### src/hw/host_port_pkg.sv
// Purpose: Shared types and constants for the host bus strobe and wait port.
// Assumes: One internal clock at 125 MHz; host strobes are asynchronous.
// Notes:   Bus style and addressing mode come from static straps.
package host_port_pkg;

    // ----------------------------------------------------------------
    // Bus styles selected by the two style straps
    // ----------------------------------------------------------------
    localparam logic [1:0] STYLE_GENERIC     = 2'h0;
    localparam logic [1:0] STYLE_STROBE_ACK  = 2'h1;
    localparam logic [1:0] STYLE_ENABLE_CLK  = 2'h2;
    localparam logic [1:0] STYLE_RESERVED    = 2'h3;

    // ----------------------------------------------------------------
    // Timing
    // ----------------------------------------------------------------
    localparam int CLK_PERIOD_NS   = 8;
    // Least time the internal access takes once a strobe is seen
    localparam int ACCESS_TIME_NS  = 40;
    localparam int ACCESS_CYCLES   = (ACCESS_TIME_NS + CLK_PERIOD_NS - 1) / CLK_PERIOD_NS;
    // Time the inactive level is driven before the handshake pin floats
    localparam int RELEASE_TIME_NS = 8;
    localparam int RELEASE_CYCLES  = (RELEASE_TIME_NS + CLK_PERIOD_NS - 1) / CLK_PERIOD_NS;
    localparam int CNT_W           = 4;
    localparam logic [CNT_W-1:0] ACCESS_CNT  = CNT_W'(ACCESS_CYCLES);
    localparam logic [CNT_W-1:0] RELEASE_CNT = CNT_W'(RELEASE_CYCLES);
    localparam logic [CNT_W-1:0] CNT_ZERO    = 4'h0;

    // Synchroniser depth
    localparam int SYNC_STAGES = 2;

    // ----------------------------------------------------------------
    // Carriers
    // ----------------------------------------------------------------
    typedef struct packed {
        logic chip_select_n;
        logic write_n;
        logic read_n;
    } host_strobes_t;

    typedef struct packed {
        logic       is_write;
        logic       address_bit_zero;
        logic [7:0] data;
    } access_req_t;

    localparam logic [7:0] DATA_ZERO = 8'h00;

endpackage : host_port_pkg

### src/hw/host_bus_strobe_wait_port.sv
// Purpose: Strobe decode and wait/acknowledge handshake of the host port.
// Assumes: Straps are static; host strobes asynchronous to i_clk_sys.
// Notes:   Data pins are split into in, out and enable signals.
`timescale 1ns/1ns
`default_nettype none

// Notes on behaviour
// - Generic style: write line is low-active strobe; data captured at its rising edge.
// - Enable-clock style: write pin is direction, high reads, low writes.
// - Strobe-ack style: write pin is direction, high reads, low writes.
// - Device answers bus cycles only while chip select is low.
// - Generic style: wait driven low during a transfer.
// - Generic style: wait driven high on completion, then released.
// - Strobe-ack style: acknowledge driven high during a transfer.
// - Strobe-ack style: acknowledge driven inactive on completion, then released.
// - Indirect mode: host may use wait as readiness handshake.
// - Generic style: read line low-active; data drivers on only while low.
// - Enable-clock style: read pin is enable; transfer when it goes high.
// - Indirect mode: address bit zero with strobes selects kind of data.
module host_bus_strobe_wait_port (
    input  wire logic                 i_clk_sys,
    input  wire logic                 i_rst_n,
    input  wire logic [1:0]           i_bus_style_straps,
    input  wire logic                 i_addressing_mode_strap,
    input  wire logic                 i_chip_select_n,
    input  wire logic                 i_write_n,
    input  wire logic                 i_read_n,
    input  wire logic                 i_address_bit_zero,
    input  wire logic [7:0]           i_data,
    input  wire logic [7:0]           i_read_data,
    output logic [7:0]                o_data,
    output logic                      o_data_oe,
    output logic                      o_wait_out,
    output logic                      o_wait_oe,
    output host_port_pkg::access_req_t o_req,
    output logic                      o_req_valid,
    output logic                      o_indirect_mode
);
    // ----------------------------------------------------------------
    // Declarations
    // ----------------------------------------------------------------
    typedef enum logic [1:0] {IDLE, ACCESS, DONE, RELEASE} port_state_t;

    port_state_t                  state_q;
    host_port_pkg::host_strobes_t sync_s;
    host_port_pkg::host_strobes_t prev_q;
    logic [1:0]                   style_q;
    logic                         indirect_q;
    logic                         straps_taken_q;
    logic [host_port_pkg::CNT_W-1:0] cnt_q;
    logic                         is_write_q;
    logic [7:0]                   data_q;
    logic                         addr_q;
    logic                         start;
    logic                         start_write;
    logic                         active_end;
    logic                         selected;

    // Handshake pin active level for the present style
    function automatic logic hs_active(input logic [1:0] style);
        hs_active = (style == host_port_pkg::STYLE_STROBE_ACK);
    endfunction : hs_active

    // ----------------------------------------------------------------
    // Synchronise the host strobes
    // ----------------------------------------------------------------
    strobe_sync u_sync (
        .i_clk_sys         (i_clk_sys),
        .i_rst_n           (i_rst_n),
        .i_async           ({i_chip_select_n, i_write_n, i_read_n}),
        .o_sync            (sync_s)
    );

    // Straps caught once after reset release, then held static
    always_ff @(posedge i_clk_sys or negedge i_rst_n) begin
        if (!i_rst_n) begin
            style_q        <= host_port_pkg::STYLE_GENERIC;
            indirect_q     <= 1'b0;
            straps_taken_q <= 1'b0;
        end else if (!straps_taken_q) begin
            style_q        <= i_bus_style_straps;
            indirect_q     <= i_addressing_mode_strap;
            straps_taken_q <= 1'b1;
        end
    end

    // Previous synchronised strobes for edge detection
    always_ff @(posedge i_clk_sys or negedge i_rst_n) begin
        if (!i_rst_n) begin
            prev_q <= 3'h7;
        end else begin
            prev_q <= sync_s;
        end
    end

    // ----------------------------------------------------------------
    // Start and end of a host cycle, per style
    // ----------------------------------------------------------------
    assign selected = !sync_s.chip_select_n;

    always_comb begin
        start       = 1'b0;
        start_write = 1'b0;
        active_end  = 1'b0;
        unique case (style_q)
            host_port_pkg::STYLE_GENERIC: begin
                // Write completes on the strobe's rising edge; read starts on fall
                start       = selected && ((!prev_q.write_n && sync_s.write_n)
                                           || (prev_q.read_n && !sync_s.read_n));
                start_write = !prev_q.write_n && sync_s.write_n;
                active_end  = sync_s.read_n;
            end
            host_port_pkg::STYLE_ENABLE_CLK: begin
                start       = selected && !prev_q.read_n && sync_s.read_n;
                start_write = !sync_s.write_n;
                active_end  = !sync_s.read_n;
            end
            host_port_pkg::STYLE_STROBE_ACK: begin
                start       = selected && prev_q.read_n && !sync_s.read_n;
                start_write = !sync_s.write_n;
                active_end  = sync_s.read_n;
            end
            default: begin
                start       = 1'b0;
                start_write = 1'b0;
                active_end  = 1'b1;
            end
        endcase
    end

    // ----------------------------------------------------------------
    // Transfer sequencer
    // ----------------------------------------------------------------
    always_ff @(posedge i_clk_sys or negedge i_rst_n) begin
        if (!i_rst_n) begin
            state_q <= IDLE;
            cnt_q   <= host_port_pkg::CNT_ZERO;
        end else begin
            unique case (state_q)
                IDLE: begin
                    if (start && straps_taken_q) begin
                        state_q <= ACCESS;
                        cnt_q   <= host_port_pkg::ACCESS_CNT;
                    end
                end
                ACCESS: begin
                    // Wait holds until the internal access count runs out
                    if (cnt_q <= 4'h1) begin
                        state_q <= DONE;
                        cnt_q   <= host_port_pkg::RELEASE_CNT;
                    end else begin
                        cnt_q <= cnt_q - 4'h1;
                    end
                end
                DONE: begin
                    if (cnt_q <= 4'h1) begin
                        state_q <= RELEASE;
                    end else begin
                        cnt_q <= cnt_q - 4'h1;
                    end
                end
                RELEASE: begin
                    // Back to idle once host ends its strobe or drops select
                    if (active_end || sync_s.chip_select_n) begin
                        state_q <= IDLE;
                    end
                end
            endcase
        end
    end

    // Capture of write data, direction and data-kind bit
    always_ff @(posedge i_clk_sys or negedge i_rst_n) begin
        if (!i_rst_n) begin
            is_write_q <= 1'b0;
            data_q     <= host_port_pkg::DATA_ZERO;
            addr_q     <= 1'b0;
        end else if (state_q == IDLE && start && straps_taken_q) begin
            is_write_q <= start_write;
            data_q     <= i_data;
            addr_q     <= i_address_bit_zero;
        end
    end

    // Request to the internal core, one pulse per access
    always_ff @(posedge i_clk_sys or negedge i_rst_n) begin
        if (!i_rst_n) begin
            o_req_valid     <= 1'b0;
            o_req           <= '0;
            o_indirect_mode <= 1'b0;
        end else begin
            o_req_valid     <= (state_q == ACCESS) && (cnt_q == host_port_pkg::ACCESS_CNT);
            o_req           <= '{is_write: is_write_q, address_bit_zero: addr_q, data: data_q};
            o_indirect_mode <= indirect_q;
        end
    end

    // ----------------------------------------------------------------
    // Handshake pin: active during access, inactive, then floated
    // ----------------------------------------------------------------
    always_ff @(posedge i_clk_sys or negedge i_rst_n) begin
        if (!i_rst_n) begin
            o_wait_out <= 1'b1;
            o_wait_oe  <= 1'b0;
        end else if (style_q == host_port_pkg::STYLE_ENABLE_CLK
                     || style_q == host_port_pkg::STYLE_RESERVED) begin
            // Pin floats in this style; board leaves it open
            o_wait_out <= 1'b1;
            o_wait_oe  <= 1'b0;
        end else if (state_q == ACCESS || (state_q == IDLE && start && straps_taken_q)) begin
            o_wait_out <= hs_active(style_q) ? 1'b1 : 1'b0;
            o_wait_oe  <= 1'b1;
        end else if (state_q == DONE) begin
            o_wait_out <= ~hs_active(style_q);
            o_wait_oe  <= 1'b1;
        end else begin
            o_wait_out <= ~hs_active(style_q);
            o_wait_oe  <= 1'b0;
        end
    end

    // ----------------------------------------------------------------
    // Read data drivers
    // ----------------------------------------------------------------
    always_ff @(posedge i_clk_sys or negedge i_rst_n) begin
        if (!i_rst_n) begin
            o_data    <= host_port_pkg::DATA_ZERO;
            o_data_oe <= 1'b0;
        end else begin
            o_data <= i_read_data;
            unique case (style_q)
                host_port_pkg::STYLE_GENERIC:    o_data_oe <= selected && !sync_s.read_n;
                host_port_pkg::STYLE_ENABLE_CLK: o_data_oe <= selected && sync_s.write_n && sync_s.read_n;
                host_port_pkg::STYLE_STROBE_ACK: o_data_oe <= selected && sync_s.write_n && !sync_s.read_n;
                default:                         o_data_oe <= 1'b0;
            endcase
        end
    end

endmodule : host_bus_strobe_wait_port
`default_nettype wire

### src/hw/strobe_sync.sv
// Purpose: Two-stage synchroniser for the asynchronous host strobe bundle.
// Assumes: Reset values match idle (inactive) host strobes of the generic and strobe-ack styles.
// Notes:   First stage feeds only the second stage.
`timescale 1ns/1ns
`default_nettype none
module strobe_sync (
    input  wire logic                         i_clk_sys,
    input  wire logic                         i_rst_n,
    input  wire host_port_pkg::host_strobes_t i_async,
    output host_port_pkg::host_strobes_t      o_sync
);
    host_port_pkg::host_strobes_t meta_q;
    host_port_pkg::host_strobes_t sync_q;

    // ----------------------------------------------------------------
    // Chain; idle value for read line depends on style, so both
    // stages reset to generic idle and settle within two cycles
    // ----------------------------------------------------------------
    always_ff @(posedge i_clk_sys or negedge i_rst_n) begin
        if (!i_rst_n) begin
            meta_q <= 3'h7;
            sync_q <= 3'h7;
        end else begin
            meta_q <= i_async;
            sync_q <= meta_q;
        end
    end

    assign o_sync = sync_q;
endmodule : strobe_sync
`default_nettype wire

### config.mk
export PLATFORM = sky130hd
export DESIGN_NAME = host_bus_strobe_wait_port
export DESIGN_NICKNAME = d
export VERILOG_FILES = /design/src/hw/host_port_pkg.sv /design/src/hw/host_bus_strobe_wait_port.sv /design/src/hw/strobe_sync.sv
export SDC_FILE = /design/constraint.sdc
export NUM_CORES = 1
export LEC_CHECK = 0
export BUFFER_PORTS_ARGS = -buffer_cell sky130_fd_sc_hd__buf_2
export CORE_MARGIN = 5
export CORE_UTILIZATION = 48
export CTS_BUF_LIST = sky130_fd_sc_hd__clkbuf_8 sky130_fd_sc_hd__clkbuf_16
export DETAILED_ROUTE_END_ITERATION = 16
export PLACE_DENSITY = 0.73
export SETUP_SLACK_MARGIN = 0.4
export SYNTH_ARGS = -nofsm -noshare
export SYNTH_HDL_FRONTEND = slang
export SYNTH_SLANG_ARGS = --single-unit
### constraint.sdc
create_clock -name i_clk_sys -period 3.75 [get_ports i_clk_sys]
set_input_delay 0.1875 -clock i_clk_sys [delete_from_list [all_inputs] [get_ports i_clk_sys]]
set_output_delay 0.1875 -clock i_clk_sys [all_outputs]
set_load 0.01 [all_outputs]
==> results of run 1 <==
==> area by class of cell <==
| class | instances | area share |
|---|---|---|
| sequential | 51 | 0.5312 |
| multi-input combinational | 70 | 0.2426 |
| timing repair buffer | 58 | 0.1425 |
| clock buffer | 5 | 0.02839 |
| tap | 50 | 0.02581 |
| clock inverter | 3 | 0.01549 |
| inverter | 9 | 0.01394 |
==> power by group through the flow <==
stage | clock [W] | sequential (W) | combinational, W
floorplan | 0 | 0.000831 | 0.000336
detailed placement | 0 | 0.000809 | 0.000552
global placement | 0 | 0.000798 | 0.000525
CTS | 0.000365 | 0.000798 | 0.000563
global route | 0.000386 | 0.000821 | 0.000624
finish | 0.000357 | 0.000796 | 0.000564
==> how the worst max path moves through the flow <==
stage	from	to	slack, ns
after global routing	style_q[0]$_DFFE_PN0N_	is_write_q$_DFFE_PN0P_	1.43
final	style_q[0]$_DFFE_PN0N_	cnt_q[1]$_DFFE_PN0P_	1.59
after detailed placement	style_q[0]$_DFFE_PN0N_	cnt_q[1]$_DFFE_PN0P_	1.60
after global placement	style_q[0]$_DFFE_PN0N_	cnt_q[1]$_DFFE_PN0P_	1.65
after CTS	style_q[0]$_DFFE_PN0N_	cnt_q[1]$_DFFE_PN0P_	1.59
after floorplan	style_q[0]$_DFFE_PN0N_	cnt_q[1]$_DFFE_PN0P_	1.73
==> routing by layer <==
layer | vias up | GRT usage | part of all wire
met5 | - | 0 | 0
met4 | 0 | 0.04918 | 0.0083
met3 | 4 | 0.04651 | 0.081
met2 | 47 | 0.2681 | 0.55
met1 | 620 | 0.1656 | 0.37
li1 | 578 | - | -
==> sequential cells by signal (all words and copies together) (netlist names), 2 cells and up <==
| register | cells |
|---|---|
| u_sync.meta_q | 3 |
| prev_q | 2 |
| o_data | 8 |
| style_q | 2 |
| state_q | 2 |
| u_sync.o_sync | 3 |
| data_q | 8 |
| cnt_q | 4 |
| o_req | 10 |
==> layout by cell type (no fill, tap or decap) <==
cell / count
conb_1: 1
nand3b_1: 2
xor2_1: 1
a22o_1: 2
nand2b_1: 5
nand2_2: 1
dlygate4sd3_1: 11
a211o_1: 1
a21oi_1: 4
a21o_1: 1
bufinv_16: 1
a311oi_2: 1
dfstp_2: 9
o221a_2: 1
nor3_1: 2
mux2i_1: 3
o211ai_1: 3
or3b_1: 1
mux2_2: 13
a211oi_1: 2
and4b_1: 1
or3_1: 2
clkbuf_8: 5
buf_2: 47
o32a_1: 1
ha_1: 10
o21ai_0: 4
inv_1: 11
dfrtp_1: 42
nand2_1: 4
nor2_1: 3
nor4_1: 1
==> critical path, cell delays in order, from the launching register on <==
cell and delay [ns]:
dfrtp_1 0.42, ha_1 0.27, or3b_1 0.40, a311oi_2 0.32, o221a_2 0.31, mux2_2 0.34
==> kinds of logic after synthesis <==
family / Yosys count / share of synthesized area
flip-flops: 51 / 0.6704
adder cells (fa/ha/maj): 10 / 0.06515
other: 1 / 0.001953
multiplexers: 16 / 0.09186
buffers and inverters: 10 / 0.02345
AO/OA/AOI/OAI: 20 / 0.07687
AND/OR/NAND/NOR: 22 / 0.06580
XOR/XNOR: 1 / 0.004561
==> per-stage QoR <==
step / total power [W] / area (um^2) / setup slack (ns) / util / hold WS, ns
detailed placement: 0.001361 / 2207 / 1.604 / 0.5598 / 0.2937
floorplan: 0.001167 / 1921 / 1.733 / - / -0.1081
finish: 0.001717 / 2424 / 1.587 / 0.6147 / 0.08210
global route: 0.001831 / 2424 / 1.427 / 0.6147 / 0.1120
CTS: 0.001725 / 2424 / 1.593 / 0.6147 / 0.1142
global placement: 0.001323 / 2207 / 1.654 / 0.5598 / 0.2929
==> impl_metrics.csv, run 1 <==
group,metric,value,unit
status,status,"complete, no violations",
die,die_h,73.26,um
die,dieWidth,73.26,um
global_routing,antenna_found_initial,0,
layout,diodes,0,
sta,period_share,0.5767,
worst_setup_path,cp_max_fo,5,
global_routing,grt_max_degree,52,
synthesis,synthTopCellsByArea,"dfrtp_1 55%, dfstp_2 12%, mux2_2 7.6%, ha_1 6.5%, inv_1 1.8%",
drt,num_vias,1249,
layout,fillerInstances,299,
worst_setup_path,endpoint_kind,"flip-flop",
placed_design,place.gp.congestion,0.8872,
worst_setup_path,worst-setup-path-type,"reg -> reg",
synthesis,synth.largest_area_cell,"dfrtp_1",
worst_setup_path,regToRegSetupSlack,1.59,ns
sta,hold_viol,0,
clocking,cts_tree,"yes",
power,seq_power_share,0.464,
placed_design,place.port_buffers,47,
layout,seqCellArea,0.001287,mm^2
clocking,insertion_delay,0.29,ns
worst_setup_path,reg2reg_to,"cnt_q[1]$_DFFE_PN0P_",
synthesis,ys.flop_type,"dfrtp_1",
sta,maxSlewHeadroom,0.2955,
drt,drtPass1Iterations,4,
die,pin_count,48,
synthesis,yosysWarnings,0,
clocking,ctsHoldBuffers,11,
synthesis,ys_async_sr_fraction,1.000,
power,p_per_area,708.4,mW/mm^2
worst_setup_path,arrival,2.35,ns
sta,tightest_slew,1.057,ns
clocking,htree_levels,2,
synthesis,synth.most_common_cell,"dfrtp_1",
synthesis,seq_area_frac_synth,0.6704,
clocking,clk_pin_slew_worst_paths,0.08,ns
die,dieArea,0.005366,mm^2
drt,ant_nets,0,
sta,finClkSkew,0.005528,ns
synthesis,syn_nets,166,
synthesis,synthTopCellsByCount,"42 x dfrtp_1, 13 x mux2_2, 10 x ha_1",
layout,fin_cells,246,
drt,vias_per_cell,5.077,
clocking,cts-resized-gates,0,
synthesis,synthCells,131,
synthesis,ys_ff_latch,51,
sta,grt_setup_unrepaired,"false",
run,cap_violations,0,
power,p_leak,1.177,nW
synthesis,syn_area_per_cell,14.66,um^2
synthesis,synth_top_area_frac,0.5472,
layout,multi_input_area,588.1,um^2
power,power_frac_clock,0.208,
worst_setup_path,r2r_cells,5,
sta,max_clock_freq,462.4,MHz
worst_setup_path,r2r-start,"style_q[0]$_DFFE_PN0N_",
power,swShare,0.3166,
clocking,cts-root-buf,"clkbuf_8",
power,p_int,0.001173,W
global_routing,grt_pass1_vias,1357,
power,power_switching,0.0005437,W
global_routing,overflow,0,
clocking,numCtsBuffers,5,
power,combPwrFrac,0.328,
drt,drtIter0Drc,99,
sta,finalCriticalPeriod,2.163,ns
global_routing,grt_usage,0.1490,
clocking,cts_setup_buffers,0,
drt,routed_wl,3598,um
placed_design,post-place-cells,227,
layout,syn2layout_area_growth,26.19,%
layout,drive_gt1_frac,0.3980,
die,initial_utilization,0.4871,
synthesis,synth-edff-count,0,
layout,nNetsFinal,230,
sta,tns,0,ns
clocking,cts.sinks,51,
power,irDropWorstVdd,0.0003568,V
worst_setup_path,startpoint_type,"flip-flop",
synthesis,synth_area,0.001921,mm^2
die,core_area,0.003943,mm^2
sta,setup_violations,0,
drt,wl_per_cell,14.63,um
synthesis,synth_cell_types,29,
drt,drc,0,
worst_setup_path,critPathRequiredTime,3.93,ns
hold_path,min_path_type,"in -> async",
placed_design,dpl.hpwl,2601,um
global_routing,grt_pass1_wl,6168,um
die,rows,23,
clocking,cts.path.max_buffers,2,
sta,slew_viol_final,0,
(Power assumes the default switching activity.)
==> run 2: changes to the inputs <==
clock period = 2.2 ns   (was 3.75 ns; I/O delays follow)
==> run 2 against run 1 <==
Compared with the run above: sequential power rose by 71%; register-to-register slack worse by 1.5 ns; clock-buffer cell count did not move; non-clock buffer count up 10; routed wire length grew 0.44%; hold slack worse by 0.048 ns.
==> impl_metrics.csv, run 2 (synthesis gave the netlist of run 1 again) <==
group,metric,value,unit
sta,finClkSkew,0.01078,ns
drt,drtIter0Drc,59,
worst_setup_path,crit_chain,"inv_2 > ha_4 > nand3b_1 > a311oi_4 > buf_4 > o221a_4 > mux2_4",
worst_setup_path,critPathSlowestCell,"dfrtp_2",
global_routing,grt_usage,0.1538,
layout,final_common_cell,"buf_2",
drt,num_vias,1199,
die,dieWidth,73.26,um
placed_design,place.port_buffers,47,
sta,whs,0.03370,ns
clocking,cts_tree,"yes",
drt,maxUsedRoutingLayer,"met4",
worst_setup_path,critPathRequiredTime,2.40,ns
die,core_area,0.003943,mm^2
sta,period_share,0.9417,
drt,met2RoutedLength,1956,um
worst_setup_path,endpoint_kind,"flip-flop",
sta,maxSlewHeadroom,0.3493,
sta,setup_violations,0,
worst_setup_path,startpoint_type,"flip-flop",
layout,largest_register_ffs,10,
drt,drtPass1Iterations,4,
drt,routed_wl,3614,um
die,dieArea,0.005366,mm^2
drt,wl_per_cell,14.12,um
worst_setup_path,arrival,2.27,ns
sta,finalCriticalPeriod,2.072,ns
layout,syn2layout_area_growth,34.85,%
power,irDropWorstVdd,0.0005202,V
clocking,insertion_delay,0.30,ns
global_routing,antenna_found_initial,0,
drt,wl_met1,1408,um
die,pin_count,48,
status,status,"complete, no violations",
layout,top_register,"o_req",
sta,slew_viol_final,0,
drt,drc,0,
drt,wl_met3,200,um
die,rows,23,
global_routing,grt_max_degree,48,
sta,hold_viol,0,
sta,tightest_slew,0.9760,ns
placed_design,pre_cts_ws,0.05817,ns
drt,vias_per_cell,4.684,
power,p_leak,1.222,nW
sta,max_clock_freq,482.7,MHz
layout,fillerInstances,287,
global_routing,overflow,0,
clocking,cts.path.max_buffers,2,
layout,nNetsFinal,240,
drt,ant_nets,0,
power,p_per_area,1147,mW/mm^2
sta,grt_setup_unrepaired,"true",
layout,drive_gt1_frac,0.4806,
placed_design,place.gp.congestion,0.8033,
worst_setup_path,cp_max_fo,4,
sta,setup_slack,0.1283,ns
die,initial_utilization,0.4871,
global_routing,grt_pass1_wl,6189,um
die,die_h,73.26,um
clocking,cts-root-buf,"clkbuf_8",
global_routing,grt_pass1_vias,1333,
layout,mostFrequentLayoutCells,"47 x buf_2, 41 x dfrtp_1, 12 x mux2_2, 12 x dlygate4sd3_1",
clocking,numCtsBuffers,5,
sta,tns,0,ns
layout,largestRegisters,"o_req: 10 flops, data_q: 8 flops, o_data: 8 flops",
clocking,cts.sinks,51,
worst_setup_path,worst-setup-path-type,"reg -> reg",
layout,post-route-util,0.6569,
layout,diodes,0,
run,cap_violations,0,
clocking,clk_pin_slew_worst_paths,0.09,ns
clocking,htree_levels,2,
hold_path,min_path_type,"in -> reg",
worst_setup_path,cpPeakStageDelay,0.45,ns
placed_design,dpl.hpwl,2473,um
[run 2: changes by cell type in the layout (fill, tap and decap cells not counted), moves of 2 or more]
cell      before  now
buf_4          0    9
ha_1          10    6
ha_4           0    3
a211oi_1       2    0
a211oi_2       0    2
inv_1         11    9
o21ai_0        4    2
[run 2: metrics by stage]
| step | instance area (um^2) | power, W | instances |
|---|---|---|---|
| global placement | 2228 | 0.002267 | 229 |
| floorplan | 1927 | 0.001998 | 131 |
| global route | 2590 | 0.003197 | 256 |
| detailed placement | 2228 | 0.002316 | 229 |
| finish | 2590 | 0.002971 | 256 |
| CTS | 2540 | 0.002967 | 254 |
[run 2: repair_timing]
action	CTS	global route
pin swaps	5	2
buffers inserted	5	2
gates cloned	0	0
endpoints found under the hold margin	46	0
hold buffers	12	0
resized for setup	11	9
setup endpoints to repair	18	18
[run 2: worst max-delay path: cells and delay by family, from the launching register on]
family                     cells  cell delay, ns
muxes                          1            0.29
and+or+nand+nor                1            0.17
AOI/OAI and AO/OA              2            0.60
DFF                            1            0.45
buffers and inverters          2            0.28
adders and majority gates      1            0.18
[run 2: final timing paths]
check | startpoint | to | slack [ns] | cells past startpoint
worst max-delay path | style_q[0]$_DFFE_PN0N_ | cnt_q[1]$_DFFE_PN0P_ | 0.13 | 7
worst min-delay path | i_data[3] | data_q[3]$_DFFE_PN0P_ | 0.03 | 2
worst max register to register | style_q[0]$_DFFE_PN0N_ | cnt_q[1]$_DFFE_PN0P_ | 0.13 | 7
worst min register to register | u_sync.meta_q[2]$_DFF_PN1_ | u_sync.o_sync[2]$_DFF_PN1_ | 0.36 | 0
max in group asynchronous | i_rst_n | u_sync.o_sync[1]$_DFF_PN1_ | 0.96 | 3
min in group asynchronous | i_rst_n | o_data[1]$_DFF_PN0_ | 0.50 | 2
[run 2: power breakdown]
group	leakage [nW]	total, W	switching, W	internal, W
clock	0.0460	0.000526	0.000302	0.000224
sequential	0.596	0.00136	0.000137	0.00123
combinational	0.580	0.00108	0.000566	0.000516
total	1.22	0.00297	0.00100	0.00197
[run 2: area by class of cell]
class | instances | area, um^2 | area share
Sequential cell | 51 | 1289 | 0.4976
Multi-Input combinational cell | 70 | 693.2 | 0.2676
Timing Repair Buffer | 68 | 422.9 | 0.1633
Clock buffer | 5 | 68.82 | 0.02657
Tap cell | 50 | 62.56 | 0.02415
Inverter | 9 | 33.78 | 0.01304
Clock inverter | 3 | 20.02 | 0.007729
[run 2: layer usage]
layer | vias up | track usage
met5 | - | 0
met4 | 0 | 0.05533
li1 | 595 | -
met2 | 27 | 0.2592
met3 | 6 | 0.04651
met1 | 571 | 0.1860
